===== config.mk =====
export PLATFORM = sky130hd
export DESIGN_NAME = nfc_irq_ctrl
export DESIGN_NICKNAME = d
export VERILOG_FILES = /design/src/nfc_irq_pkg.sv /design/src/nfc_irq_ctrl.sv /design/src/nfc_irq_sticky.sv
export VERILOG_INCLUDE_DIRS = /design/src
export SDC_FILE = /design/constraint.sdc
export NUM_CORES = 1
export LEC_CHECK = 0
export BUFFER_PORTS_ARGS = -buffer_cell sky130_fd_sc_hd__buf_2
export CAP_MARGIN = 20
export CELL_PAD_IN_SITES_DETAIL_PLACEMENT = 1
export CELL_PAD_IN_SITES_GLOBAL_PLACEMENT = 2
export CORE_AREA = 10 10 151 153
export CTS_BUF_LIST = sky130_fd_sc_hd__clkbuf_2
export DETAILED_ROUTE_END_ITERATION = 16
export DIE_AREA = 0 0 161 163
export PLACE_DENSITY = 0.84
export SYNTH_ARGS = -nofsm -noshare
export SYNTH_HDL_FRONTEND = slang
export SYNTH_SLANG_ARGS = --single-unit

===== constraint.sdc =====
create_clock -name CORE_CLK_IN -period 2.6 [get_ports CORE_CLK_IN]
set_input_delay 0.13 -clock CORE_CLK_IN [delete_from_list [all_inputs] [get_ports CORE_CLK_IN]]
set_output_delay 0.13 -clock CORE_CLK_IN [all_outputs]
set_load 0.005 [all_outputs]

===== src/nfc_irq_params.svh =====
`ifndef NFC_IRQ_PARAMS_SVH
`define NFC_IRQ_PARAMS_SVH

// ----------------------------------------------------------------
// Register indices, byte address is four times the index
// ----------------------------------------------------------------
`define NFC_IDX_MAIN_MASK 6'h16
`define NFC_IDX_TIMER_MASK 6'h17
`define NFC_IDX_ERR_WU_MASK 6'h18
`define NFC_IDX_PT_MASK 6'h19
`define NFC_IDX_MAIN_STAT 6'h1A
`define NFC_IDX_TIMER_STAT 6'h1B
`define NFC_IDX_ERR_WU_STAT 6'h1C
`define NFC_IDX_PT_STAT 6'h1D

// ----------------------------------------------------------------
// Reset values and implemented bits
// ----------------------------------------------------------------
`define NFC_REG_RESET 8'h00
`define NFC_MAIN_BITS 8'hFE
`define NFC_PT_BITS 8'hFB
`define NFC_ALL_BITS 8'hFF

// ----------------------------------------------------------------
// Main status bit positions
// ----------------------------------------------------------------
`define NFC_MAIN_OSC 7
`define NFC_MAIN_WL 6
`define NFC_MAIN_RXS 5
`define NFC_MAIN_RXE 4
`define NFC_MAIN_TXE 3
`define NFC_MAIN_COL 2
`define NFC_MAIN_REST 1

// ----------------------------------------------------------------
// Timer and field status bit positions
// ----------------------------------------------------------------
`define NFC_TMR_DCT 7
`define NFC_TMR_NRE 6
`define NFC_TMR_GPE 5
`define NFC_TMR_EON 4
`define NFC_TMR_EOF 3
`define NFC_TMR_CAC 2
`define NFC_TMR_CAT 1
`define NFC_TMR_NFCT 0

// ----------------------------------------------------------------
// Error and wake-up status bit positions
// ----------------------------------------------------------------
`define NFC_EW_CRC 7
`define NFC_EW_PAR 6
`define NFC_EW_SOFT 5
`define NFC_EW_HARD 4
`define NFC_EW_WT 3
`define NFC_EW_AM 2
`define NFC_EW_PM 1
`define NFC_EW_CM 0

// ----------------------------------------------------------------
// Passive target status bit positions
// ----------------------------------------------------------------
`define NFC_PT_PPON 7
`define NFC_PT_SLOT 6
`define NFC_PT_APON 5
`define NFC_PT_RXE 4
`define NFC_PT_HIGH 3
`define NFC_PT_STAR 1
`define NFC_PT_LOW 0

// ----------------------------------------------------------------
// Thresholds and bus codes
// ----------------------------------------------------------------
`define NFC_FIFO_RX_LEVEL 10'h12C
`define NFC_FIFO_TX_LEVEL 10'h0C8
`define NFC_SLOTS_LEFT 4
`define NFC_RESP_OKAY 2'h0
`define NFC_RESP_SLVERR 2'h2

`endif


===== src/nfc_irq_pkg.sv =====
package nfc_irq_pkg;

   typedef logic [7:0] reg8_t;

   typedef enum logic [3:0] {
      SEL_MAIN_MASK = 4'b0000,
      SEL_TIMER_MASK = 4'b0001,
      SEL_ERR_WU_MASK = 4'b0010,
      SEL_PT_MASK = 4'b0011,
      SEL_MAIN_STAT = 4'b0100,
      SEL_TIMER_STAT = 4'b0101,
      SEL_ERR_WU_STAT = 4'b0110,
      SEL_PT_STAT = 4'b0111,
      SEL_NONE = 4'b1000
   } reg_sel_t;

endpackage : nfc_irq_pkg


===== src/nfc_irq_ctrl.sv =====
// The AXI4-Lite slave port was decided locally.
`timescale 1ns/1ns
`include "nfc_irq_params.svh"

module nfc_irq_ctrl
   import nfc_irq_pkg::*;
#(
   parameter int AW = 8,
   parameter int MW = 8,
   parameter int SW = 8
) (
   input wire logic CORE_CLK_IN,
   input wire logic NRST_IN,
   input wire logic CE_IN,
   input wire logic [AW-1:0] S_AXI_AWADDR_IN,
   input wire logic S_AXI_AWVALID_IN,
   output logic S_AXI_AWREADY_OUT,
   input wire logic [31:0] S_AXI_WDATA_IN,
   input wire logic [3:0] S_AXI_WSTRB_IN,
   input wire logic S_AXI_WVALID_IN,
   output logic S_AXI_WREADY_OUT,
   output logic [1:0] S_AXI_BRESP_OUT,
   output logic S_AXI_BVALID_OUT,
   input wire logic S_AXI_BREADY_IN,
   input wire logic [AW-1:0] S_AXI_ARADDR_IN,
   input wire logic S_AXI_ARVALID_IN,
   output logic S_AXI_ARREADY_OUT,
   output logic [31:0] S_AXI_RDATA_OUT,
   output logic [1:0] S_AXI_RRESP_OUT,
   output logic S_AXI_RVALID_OUT,
   input wire logic S_AXI_RREADY_IN,
   input wire logic OSC_EN_IN,
   input wire logic OSC_STABLE_IN,
   input wire logic [9:0] FIFO_COUNT_IN,
   input wire logic RX_ACTIVE_IN,
   input wire logic TX_ACTIVE_IN,
   input wire logic RX_START_IN,
   input wire logic RX_END_IN,
   input wire logic TX_END_IN,
   input wire logic BIT_COLLISION_IN,
   input wire logic DISTURBANCE_SUPPRESSION_IN,
   input wire logic DIRECT_CMD_DONE_IN,
   input wire logic NO_RESP_TIMER_IN,
   input wire logic GP_TIMER_IN,
   input wire logic EXT_FIELD_IN,
   input wire logic CA_COLLISION_IN,
   input wire logic CA_GUARD_DONE_IN,
   input wire logic CA_NO_FIELD_IN,
   input wire logic CA_FIELD_ON_IN,
   input wire logic TARGET_MODE_IN,
   input wire logic BIT_RATE_FOUND_IN,
   input wire logic CRC_ERR_IN,
   input wire logic PARITY_ERR_IN,
   input wire logic SOFT_FRAME_ERR_IN,
   input wire logic HARD_FRAME_ERR_IN,
   input wire logic WAKE_TIMER_TIMEOUT_IN,
   input wire logic WAKE_TIMER_EVERY_IN,
   input wire logic WU_AM_DONE_IN,
   input wire logic [MW-1:0] WU_AM_DELTA_IN,
   input wire logic [MW-1:0] WU_AM_REF_IN,
   input wire logic WU_PM_DONE_IN,
   input wire logic [MW-1:0] WU_PM_DELTA_IN,
   input wire logic [MW-1:0] WU_PM_REF_IN,
   input wire logic WU_CM_DONE_IN,
   input wire logic [MW-1:0] WU_CM_DELTA_IN,
   input wire logic [MW-1:0] WU_CM_REF_IN,
   input wire logic FIELD_ON_WAIT_IN,
   input wire logic [SW-1:0] TIME_SLOT_NUMBER_FREE_IN,
   input wire logic ACTIVE_PEER_FIELD_ON_IN,
   input wire logic AUTO_RESP_RX_END_IN,
   input wire logic HIGH_RATE_ACTIVE_IN,
   input wire logic LOW_RATE_ACTIVE_STAR_IN,
   input wire logic LOW_RATE_ACTIVE_IN,
   output logic IRQ_OUT
);

   // ----------------------------------------------------------------
   // Declarations
   // ----------------------------------------------------------------
   reg8_t main_mask;
   reg8_t timer_mask;
   reg8_t error_wakeup_irq_mask;
   reg8_t passive_target_irq_mask;
   reg8_t main_irq_status;
   reg8_t timer_field_irq_status;
   reg8_t error_wakeup_irq_status;
   reg8_t passive_target_status;
   reg8_t main_set;
   reg8_t timer_set;
   reg8_t err_wu_set;
   reg8_t pt_set;
   reg8_t read_value;
   logic osc_meta;
   logic osc_sync;
   logic osc_ok_d;
   logic field_meta;
   logic field_sync;
   logic field_d;
   logic fifo_level_d;
   logic fifo_level_now;
   logic slot_level_d;
   logic slot_level_now;
   logic aw_held;
   logic w_held;
   logic [AW-1:0] aw_addr;
   reg8_t w_byte;
   logic w_lane;
   logic ar_take;
   reg_sel_t rd_sel;
   reg_sel_t wr_sel;

   function automatic reg_sel_t decode(input logic [AW-1:0] addr);
      reg_sel_t sel;
      sel = SEL_NONE;
      if (addr[1:0] == 2'h0) begin
         case (addr[AW-1:2])
            `NFC_IDX_MAIN_MASK: sel = SEL_MAIN_MASK;
            `NFC_IDX_TIMER_MASK: sel = SEL_TIMER_MASK;
            `NFC_IDX_ERR_WU_MASK: sel = SEL_ERR_WU_MASK;
            `NFC_IDX_PT_MASK: sel = SEL_PT_MASK;
            `NFC_IDX_MAIN_STAT: sel = SEL_MAIN_STAT;
            `NFC_IDX_TIMER_STAT: sel = SEL_TIMER_STAT;
            `NFC_IDX_ERR_WU_STAT: sel = SEL_ERR_WU_STAT;
            `NFC_IDX_PT_STAT: sel = SEL_PT_STAT;
            default: sel = SEL_NONE;
         endcase
      end
      return sel;
   endfunction : decode

   assign rd_sel = decode(S_AXI_ARADDR_IN);
   assign wr_sel = decode(aw_addr);
   assign ar_take = S_AXI_ARVALID_IN & S_AXI_ARREADY_OUT;

   // ----------------------------------------------------------------
   // Pin synchronisers
   // ----------------------------------------------------------------
   // Oscillator and field detector are analogue, so they are resynchronised
   always_ff @(posedge CORE_CLK_IN) begin
      if (!NRST_IN) begin
         osc_meta <= 1'b0;
         osc_sync <= 1'b0;
         field_meta <= 1'b0;
         field_sync <= 1'b0;
      end else if (CE_IN) begin
         osc_meta <= OSC_STABLE_IN;
         osc_sync <= osc_meta;
         field_meta <= EXT_FIELD_IN;
         field_sync <= field_meta;
      end
   end

   // ----------------------------------------------------------------
   // Level conditions turned into single events
   // ----------------------------------------------------------------
   // Edges only, so a level that lingers is reported once per occurrence
   assign fifo_level_now = (RX_ACTIVE_IN & (FIFO_COUNT_IN > `NFC_FIFO_RX_LEVEL)) |
                           (TX_ACTIVE_IN & (FIFO_COUNT_IN < `NFC_FIFO_TX_LEVEL));
   assign slot_level_now = (TIME_SLOT_NUMBER_FREE_IN == SW'(`NFC_SLOTS_LEFT));

   always_ff @(posedge CORE_CLK_IN) begin
      if (!NRST_IN) begin
         osc_ok_d <= 1'b0;
         field_d <= 1'b0;
         fifo_level_d <= 1'b0;
         slot_level_d <= 1'b0;
      end else if (CE_IN) begin
         osc_ok_d <= OSC_EN_IN & osc_sync;
         field_d <= field_sync;
         fifo_level_d <= fifo_level_now;
         slot_level_d <= slot_level_now;
      end
   end

   // ----------------------------------------------------------------
   // Event vectors
   // ----------------------------------------------------------------
   always_comb begin
      main_set = `NFC_REG_RESET;
      main_set[`NFC_MAIN_OSC] = OSC_EN_IN & osc_sync & ~osc_ok_d;
      main_set[`NFC_MAIN_WL] = fifo_level_now & ~fifo_level_d;
      main_set[`NFC_MAIN_RXS] = RX_START_IN;
      main_set[`NFC_MAIN_RXE] = RX_END_IN;
      main_set[`NFC_MAIN_TXE] = TX_END_IN;
      main_set[`NFC_MAIN_COL] = BIT_COLLISION_IN;
      main_set[`NFC_MAIN_REST] = DISTURBANCE_SUPPRESSION_IN;
   end

   always_comb begin
      timer_set = `NFC_REG_RESET;
      timer_set[`NFC_TMR_DCT] = DIRECT_CMD_DONE_IN;
      timer_set[`NFC_TMR_NRE] = NO_RESP_TIMER_IN;
      timer_set[`NFC_TMR_GPE] = GP_TIMER_IN;
      timer_set[`NFC_TMR_EON] = field_sync & ~field_d;
      timer_set[`NFC_TMR_EOF] = ~field_sync & field_d;
      timer_set[`NFC_TMR_CAC] = CA_COLLISION_IN;
      timer_set[`NFC_TMR_CAT] = CA_GUARD_DONE_IN & CA_NO_FIELD_IN & CA_FIELD_ON_IN;
      timer_set[`NFC_TMR_NFCT] = TARGET_MODE_IN & BIT_RATE_FOUND_IN;
   end

   always_comb begin
      err_wu_set = `NFC_REG_RESET;
      err_wu_set[`NFC_EW_CRC] = CRC_ERR_IN;
      err_wu_set[`NFC_EW_PAR] = PARITY_ERR_IN;
      err_wu_set[`NFC_EW_SOFT] = SOFT_FRAME_ERR_IN;
      err_wu_set[`NFC_EW_HARD] = HARD_FRAME_ERR_IN;
      err_wu_set[`NFC_EW_WT] = WAKE_TIMER_TIMEOUT_IN & WAKE_TIMER_EVERY_IN;
      err_wu_set[`NFC_EW_AM] = WU_AM_DONE_IN & (WU_AM_DELTA_IN > WU_AM_REF_IN);
      err_wu_set[`NFC_EW_PM] = WU_PM_DONE_IN & (WU_PM_DELTA_IN > WU_PM_REF_IN);
      err_wu_set[`NFC_EW_CM] = WU_CM_DONE_IN & (WU_CM_DELTA_IN > WU_CM_REF_IN);
   end

   always_comb begin
      pt_set = `NFC_REG_RESET;
      pt_set[`NFC_PT_PPON] = FIELD_ON_WAIT_IN;
      pt_set[`NFC_PT_SLOT] = slot_level_now & ~slot_level_d;
      pt_set[`NFC_PT_APON] = ACTIVE_PEER_FIELD_ON_IN;
      pt_set[`NFC_PT_RXE] = AUTO_RESP_RX_END_IN;
      pt_set[`NFC_PT_HIGH] = HIGH_RATE_ACTIVE_IN;
      pt_set[`NFC_PT_STAR] = LOW_RATE_ACTIVE_STAR_IN;
      pt_set[`NFC_PT_LOW] = LOW_RATE_ACTIVE_IN;
   end

   // ----------------------------------------------------------------
   // Status registers, cleared by the read that returns them
   // ----------------------------------------------------------------
   nfc_irq_sticky #(.W(8), .KEEP(`NFC_MAIN_BITS)) main_flags (
      .clk_in(CORE_CLK_IN),
      .nrst_in(NRST_IN),
      .ce_in(CE_IN),
      .set_in(main_set),
      .clear_in(ar_take && rd_sel == SEL_MAIN_STAT),
      .flags_out(main_irq_status)
   );

   nfc_irq_sticky #(.W(8), .KEEP(`NFC_ALL_BITS)) timer_flags (
      .clk_in(CORE_CLK_IN),
      .nrst_in(NRST_IN),
      .ce_in(CE_IN),
      .set_in(timer_set),
      .clear_in(ar_take && rd_sel == SEL_TIMER_STAT),
      .flags_out(timer_field_irq_status)
   );

   // A read of its own address clears it, not a read of the main status
   nfc_irq_sticky #(.W(8), .KEEP(`NFC_ALL_BITS)) err_wu_flags (
      .clk_in(CORE_CLK_IN),
      .nrst_in(NRST_IN),
      .ce_in(CE_IN),
      .set_in(err_wu_set),
      .clear_in(ar_take && rd_sel == SEL_ERR_WU_STAT),
      .flags_out(error_wakeup_irq_status)
   );

   nfc_irq_sticky #(.W(8), .KEEP(`NFC_PT_BITS)) pt_flags (
      .clk_in(CORE_CLK_IN),
      .nrst_in(NRST_IN),
      .ce_in(CE_IN),
      .set_in(pt_set),
      .clear_in(ar_take && rd_sel == SEL_PT_STAT),
      .flags_out(passive_target_status)
   );

   // ----------------------------------------------------------------
   // Write channel
   // ----------------------------------------------------------------
   // Address and data are caught separately, the write happens once both are in
   always_ff @(posedge CORE_CLK_IN) begin
      if (!NRST_IN) begin
         aw_held <= 1'b0;
         w_held <= 1'b0;
         aw_addr <= '0;
         w_byte <= `NFC_REG_RESET;
         w_lane <= 1'b0;
         S_AXI_AWREADY_OUT <= 1'b0;
         S_AXI_WREADY_OUT <= 1'b0;
         S_AXI_BVALID_OUT <= 1'b0;
         S_AXI_BRESP_OUT <= `NFC_RESP_OKAY;
      end else if (CE_IN) begin
         S_AXI_AWREADY_OUT <= ~aw_held & ~S_AXI_AWREADY_OUT & ~S_AXI_BVALID_OUT;
         S_AXI_WREADY_OUT <= ~w_held & ~S_AXI_WREADY_OUT & ~S_AXI_BVALID_OUT;
         if (S_AXI_AWVALID_IN & S_AXI_AWREADY_OUT) begin
            aw_held <= 1'b1;
            aw_addr <= S_AXI_AWADDR_IN;
            S_AXI_AWREADY_OUT <= 1'b0;
         end
         if (S_AXI_WVALID_IN & S_AXI_WREADY_OUT) begin
            w_held <= 1'b1;
            w_byte <= S_AXI_WDATA_IN[7:0];
            w_lane <= S_AXI_WSTRB_IN[0];
            S_AXI_WREADY_OUT <= 1'b0;
         end
         if (aw_held & w_held & ~S_AXI_BVALID_OUT) begin
            aw_held <= 1'b0;
            w_held <= 1'b0;
            S_AXI_BVALID_OUT <= 1'b1;
            S_AXI_BRESP_OUT <= (wr_sel == SEL_NONE) ? `NFC_RESP_SLVERR : `NFC_RESP_OKAY;
         end else if (S_AXI_BVALID_OUT & S_AXI_BREADY_IN) begin
            S_AXI_BVALID_OUT <= 1'b0;
         end
      end
   end

   // ----------------------------------------------------------------
   // Mask registers
   // ----------------------------------------------------------------
   // Writes to status addresses are accepted and ignored
   always_ff @(posedge CORE_CLK_IN) begin
      if (!NRST_IN) begin
         main_mask <= `NFC_REG_RESET;
         timer_mask <= `NFC_REG_RESET;
         error_wakeup_irq_mask <= `NFC_REG_RESET;
         passive_target_irq_mask <= `NFC_REG_RESET;
      end else if (CE_IN && aw_held && w_held && !S_AXI_BVALID_OUT && w_lane) begin
         case (wr_sel)
            SEL_MAIN_MASK: main_mask <= w_byte & `NFC_MAIN_BITS;
            SEL_TIMER_MASK: timer_mask <= w_byte;
            SEL_ERR_WU_MASK: error_wakeup_irq_mask <= w_byte;
            SEL_PT_MASK: passive_target_irq_mask <= w_byte & `NFC_PT_BITS;
            default: main_mask <= main_mask;
         endcase
      end
   end

   // ----------------------------------------------------------------
   // Read channel
   // ----------------------------------------------------------------
   always_comb begin
      case (rd_sel)
         SEL_MAIN_MASK: read_value = main_mask;
         SEL_TIMER_MASK: read_value = timer_mask;
         SEL_ERR_WU_MASK: read_value = error_wakeup_irq_mask;
         SEL_PT_MASK: read_value = passive_target_irq_mask;
         SEL_MAIN_STAT: read_value = main_irq_status;
         SEL_TIMER_STAT: read_value = timer_field_irq_status;
         SEL_ERR_WU_STAT: read_value = error_wakeup_irq_status;
         SEL_PT_STAT: read_value = passive_target_status;
         default: read_value = `NFC_REG_RESET;
      endcase
   end

   // Data is captured before the clear lands, so no flag is lost to the read
   always_ff @(posedge CORE_CLK_IN) begin
      if (!NRST_IN) begin
         S_AXI_ARREADY_OUT <= 1'b0;
         S_AXI_RVALID_OUT <= 1'b0;
         S_AXI_RDATA_OUT <= '0;
         S_AXI_RRESP_OUT <= `NFC_RESP_OKAY;
      end else if (CE_IN) begin
         if (ar_take) begin
            S_AXI_ARREADY_OUT <= 1'b0;
            S_AXI_RVALID_OUT <= 1'b1;
            S_AXI_RDATA_OUT <= {24'h000000, read_value};
            S_AXI_RRESP_OUT <= (rd_sel == SEL_NONE) ? `NFC_RESP_SLVERR : `NFC_RESP_OKAY;
         end else if (S_AXI_RVALID_OUT & S_AXI_RREADY_IN) begin
            S_AXI_RVALID_OUT <= 1'b0;
         end else begin
            S_AXI_ARREADY_OUT <= ~S_AXI_RVALID_OUT;
         end
      end
   end

   // ----------------------------------------------------------------
   // Interrupt line
   // ----------------------------------------------------------------
   // Registered, so it follows the flags one cycle late
   always_ff @(posedge CORE_CLK_IN) begin
      if (!NRST_IN) begin
         IRQ_OUT <= 1'b0;
      end else if (CE_IN) begin
         IRQ_OUT <= |(main_irq_status & ~main_mask) |
                    |(timer_field_irq_status & ~timer_mask) |
                    |(error_wakeup_irq_status & ~error_wakeup_irq_mask) |
                    |(passive_target_status & ~passive_target_irq_mask);
      end
   end

endmodule : nfc_irq_ctrl


===== src/nfc_irq_sticky.sv =====
`timescale 1ns/1ns

module nfc_irq_sticky #(
   parameter int W = 8,
   parameter logic [W-1:0] KEEP = '1
) (
   input wire logic clk_in,
   input wire logic nrst_in,
   input wire logic ce_in,
   input wire logic [W-1:0] set_in,
   input wire logic clear_in,
   output logic [W-1:0] flags_out
);

   // ----------------------------------------------------------------
   // Latched flags, a set in the clearing cycle survives
   // ----------------------------------------------------------------
   always_ff @(posedge clk_in) begin
      if (!nrst_in) begin
         flags_out <= '0;
      end else if (ce_in) begin
         flags_out <= ((clear_in ? '0 : flags_out) | set_in) & KEEP;
      end
   end

endmodule : nfc_irq_sticky


==> impl_metrics.env <==
export IMPL_synth_most_common_cell="dfxtp_1"
export IMPL_yosysTopAreaCell="dfxtp_1"
export IMPL_crit_type="primary input to register"
export IMPL_worst_ep_required_time_ns=3.11
export IMPL_synth_distinct_cells=59
export IMPL_grt_ovfl_total=0
export IMPL_cts_path_max_buffers=2
export IMPL_fin_crit_ns=2.473
export IMPL_synthMuxAreaShare=0.06585
export IMPL_period_share=0.9511
export IMPL_powerDensity_nw_per_um2=411.1
export IMPL_die_width_microns=161
export IMPL_rsz0062_at_grt="false"
export IMPL_die_h_microns=163
export IMPL_drive_above_1_share=0.2031
export IMPL_clock_fmax_ghz=0.4044
export IMPL_final_core_util=0.3773
export IMPL_rows=52
export IMPL_antenna_found_initial=2
export IMPL_dieArea_sq_um=26240
export IMPL_synth_compound_area_frac=0.1842
export IMPL_hold_class="primary input to register"
export IMPL_vdd_ir_drop_max_mv=0.2364
export IMPL_dpl_hpwl_mm=15.81
export IMPL_hold_viol=0
export IMPL_status="complete, no violations"
export IMPL_area_delta_synth_final_pct=33.55
export IMPL_gp_congestion=0.8839
export IMPL_clockRootBuffer="clkbuf_2"
export IMPL_synthTopCellsByCount="dfxtp_1 (107), nor2_1 (82), nand2_1 (64)"
export IMPL_avgViaCountPerCell=4.882
export IMPL_dr_pass1_iters=6
export IMPL_relSlewSlack=0.5112
export IMPL_tightest_slew_ns=0.7255
export IMPL_vias=5771
export IMPL_drv_slew=0
export IMPL_power_leakage_nw=3.274
export IMPL_synthTopCellsByArea="dfxtp_1 (38%), ha_1 (6.7%), mux2i_1 (6.6%), nor2_1 (5.5%), nand2_1 (4.3%)"
export IMPL_max_cap_viol_count=0
export IMPL_start_util=0.2825
export IMPL_grt_max_degree=81
export IMPL_synth_xor_area_frac=0.001557
export IMPL_synth_edf_count=0
export IMPL_yosys_area_share_simple=0.2031
export IMPL_critical_path_max_fanout=6
export IMPL_final_setup_tns_ns=0
export IMPL_startpoint_type="primary input"
export IMPL_ys_warnings_count=0
export IMPL_num_fill_cells=2456
export IMPL_synth_seq_cells=107
export IMPL_async_flop_share=0
export IMPL_drt_antenna_violating_nets=0
export IMPL_htreeDepth=3
export IMPL_drt_iter0_drc=312
export IMPL_clock_sinks=107
export IMPL_drc=0
export IMPL_yosysSeqAreaShare=0.3809
export IMPL_clkTransAtPathRegs_ns=0.31
export IMPL_cts_tree="yes"
export IMPL_netlist_instances=685
export IMPL_synth_top_area_frac=0.3809
export IMPL_cts_buffers=9
export IMPL_num_io_pins=202
export IMPL_synth_top_family_by_area="simple AND/OR/NAND/NOR gates"
export IMPL_final_setup_skew_ns=0.04678
export IMPL_core_area_sq_um=19910
export IMPL_track_usage=0.1526
export IMPL_insertion_delay_ns=0.62
export IMPL_worstSetupEndpointType="register"
export IMPL_avgSynthCellArea_sq_um=8.210
export IMPL_synthAdderAreaFrac=0.06674
export IMPL_numPortBuffers=148
export IMPL_wl_mm=20.60
export IMPL_final_nets=1096
export IMPL_syn_area_sq_um=5624
export IMPL_detail_route_wl_per_cell_microns=17.42
export IMPL_grt_pass1_vias=6066
export IMPL_post_cts_buffers=0
export IMPL_setup_viol_count_final=0
export IMPL_grt_pass1_wl_mm=32.21
export IMPL_synth_main_ff_cell="dfxtp_1"
export IMPL_worstPathArrival_ns=2.98
path summary, 6_finish.rpt:
check / endpoint / slack [ns] / cells after the start / from
worst min register to register: w_lane$_SDFFE_PN0P_ / 0.48 / 2 / w_lane$_SDFFE_PN0P_
worst max register to register: timer_mask[5]$_SDFFE_PN0P_ / 0.31 / 6 / S_AXI_BVALID_OUT$_SDFFE_PN0P_
worst min-delay path: w_lane$_SDFFE_PN0P_ / 0.06 / 4 / S_AXI_WVALID_IN
worst max-delay path: err_wu_flags.flags_out[1]$_SDFFE_PN0P_ / 0.13 / 9 / S_AXI_ARADDR_IN[7]
registers in the layout (all words and copies together), names as in the netlist, 7 cells and up, named ones only:
register and cells:
error_wakeup_irq_mask 8, pt_flags.flags_out 7, main_mask 7, timer_mask 8
S_AXI_RDATA_OUT 8, passive_target_irq_mask 7, timer_flags.flags_out 8, err_wu_flags.flags_out 8
main_flags.flags_out 7, aw_addr 8, w_byte 8
where the power goes:
part | leakage [nW] | total [mW] | switching, mW | internal, mW
registers | 0.870 | 1.74 | 0.0507 | 1.69
clock network | 0.0658 | 0.799 | 0.573 | 0.225
logic | 2.34 | 0.544 | 0.265 | 0.279
cell type report:
class | instances | area, sq um | share of cell area
multi-input cells | 486 | 3030 | 0.4035
flip-flops and latches | 107 | 2142 | 0.2852
repair buffers | 241 | 1653 | 0.2201
well taps | 270 | 337.8 | 0.04498
inverters | 61 | 229.0 | 0.03048
clock inverters | 6 | 66.31 | 0.008829
clock buffers | 10 | 50.05 | 0.006663
diodes | 1 | 2.502 | 0.0003332
critical path: stages:
cell and delay, ns:
dlygate4sd3_1 0.55, buf_2 0.15, or4b_4 0.59, nor2_2 0.24
nand4_1 0.33, buf_4 0.29, nand3_1 0.08, o21ai_0 0.07
dlygate4sd3_1 0.55
cell families (layout without fill, tap and decap cells):
group                    after synthesis  in the layout
AO/OA/AOI/OAI                        152            152
XOR/XNOR                               1              1
adder cells (fa/ha/maj)               30             30
buffers and inverters                117            318
flip-flops                           107            107
multiplexers                          37             37
other                                  1             27
AND/OR/NAND/NOR                      240            240
routing by layer:
metal,track usage,vias to the layer above,share of wire
met5,0,-,0
met4,0.03184,0,0.010
met3,0.04171,15,0.055
met2,0.2726,151,0.50
met1,0.1787,2778,0.43
li1,-,2827,-
metrics by stage:
stage / setup WS (ns) / cell area, sq um / total power, mW / std cells / hold slack, ns
4_1_cts: 0.2210 / 7495 / 3.118 / 1180 / 0.01389
2_1_floorplan: 0.6981 / 5718 / 2.035 / 710 / 0.2660
3_3_place_gp: 0.4404 / 6598 / 2.214 / 1086 / 0.3665
6_report: 0.1270 / 7511 / 3.088 / 1182 / 0.06417
3_5_place_dp: 0.3953 / 6598 / 2.222 / 1086 / 0.3738
5_1_grt: 0.1172 / 7511 / 3.267 / 1182 / 0.03353
placed cells by master (no fill, tap or decap), types with 8 or more instances in the layout:
cell	count
a21oi_1	40
nor2_1	82
buf_2	148
a221oi_1	11
o22ai_1	8
dlygate4sd3_1	79
conb_1	26
clkbuf_2	10
ha_1	30
nand3_1	35
inv_1	60
mux2i_1	37
o21ai_0	20
a22oi_1	26
nand4_1	9
dfxtp_1	107
buf_4	12
nand2_1	64
timing repair:
action / in CTS / in global routing
resized for setup: 0 / 1
hold endpoints to repair: 69 / 1
hold buffers: 78 / 1
endpoints found under the setup margin: 0 / 1
Note: power is estimated with default switching activity, not from simulation.
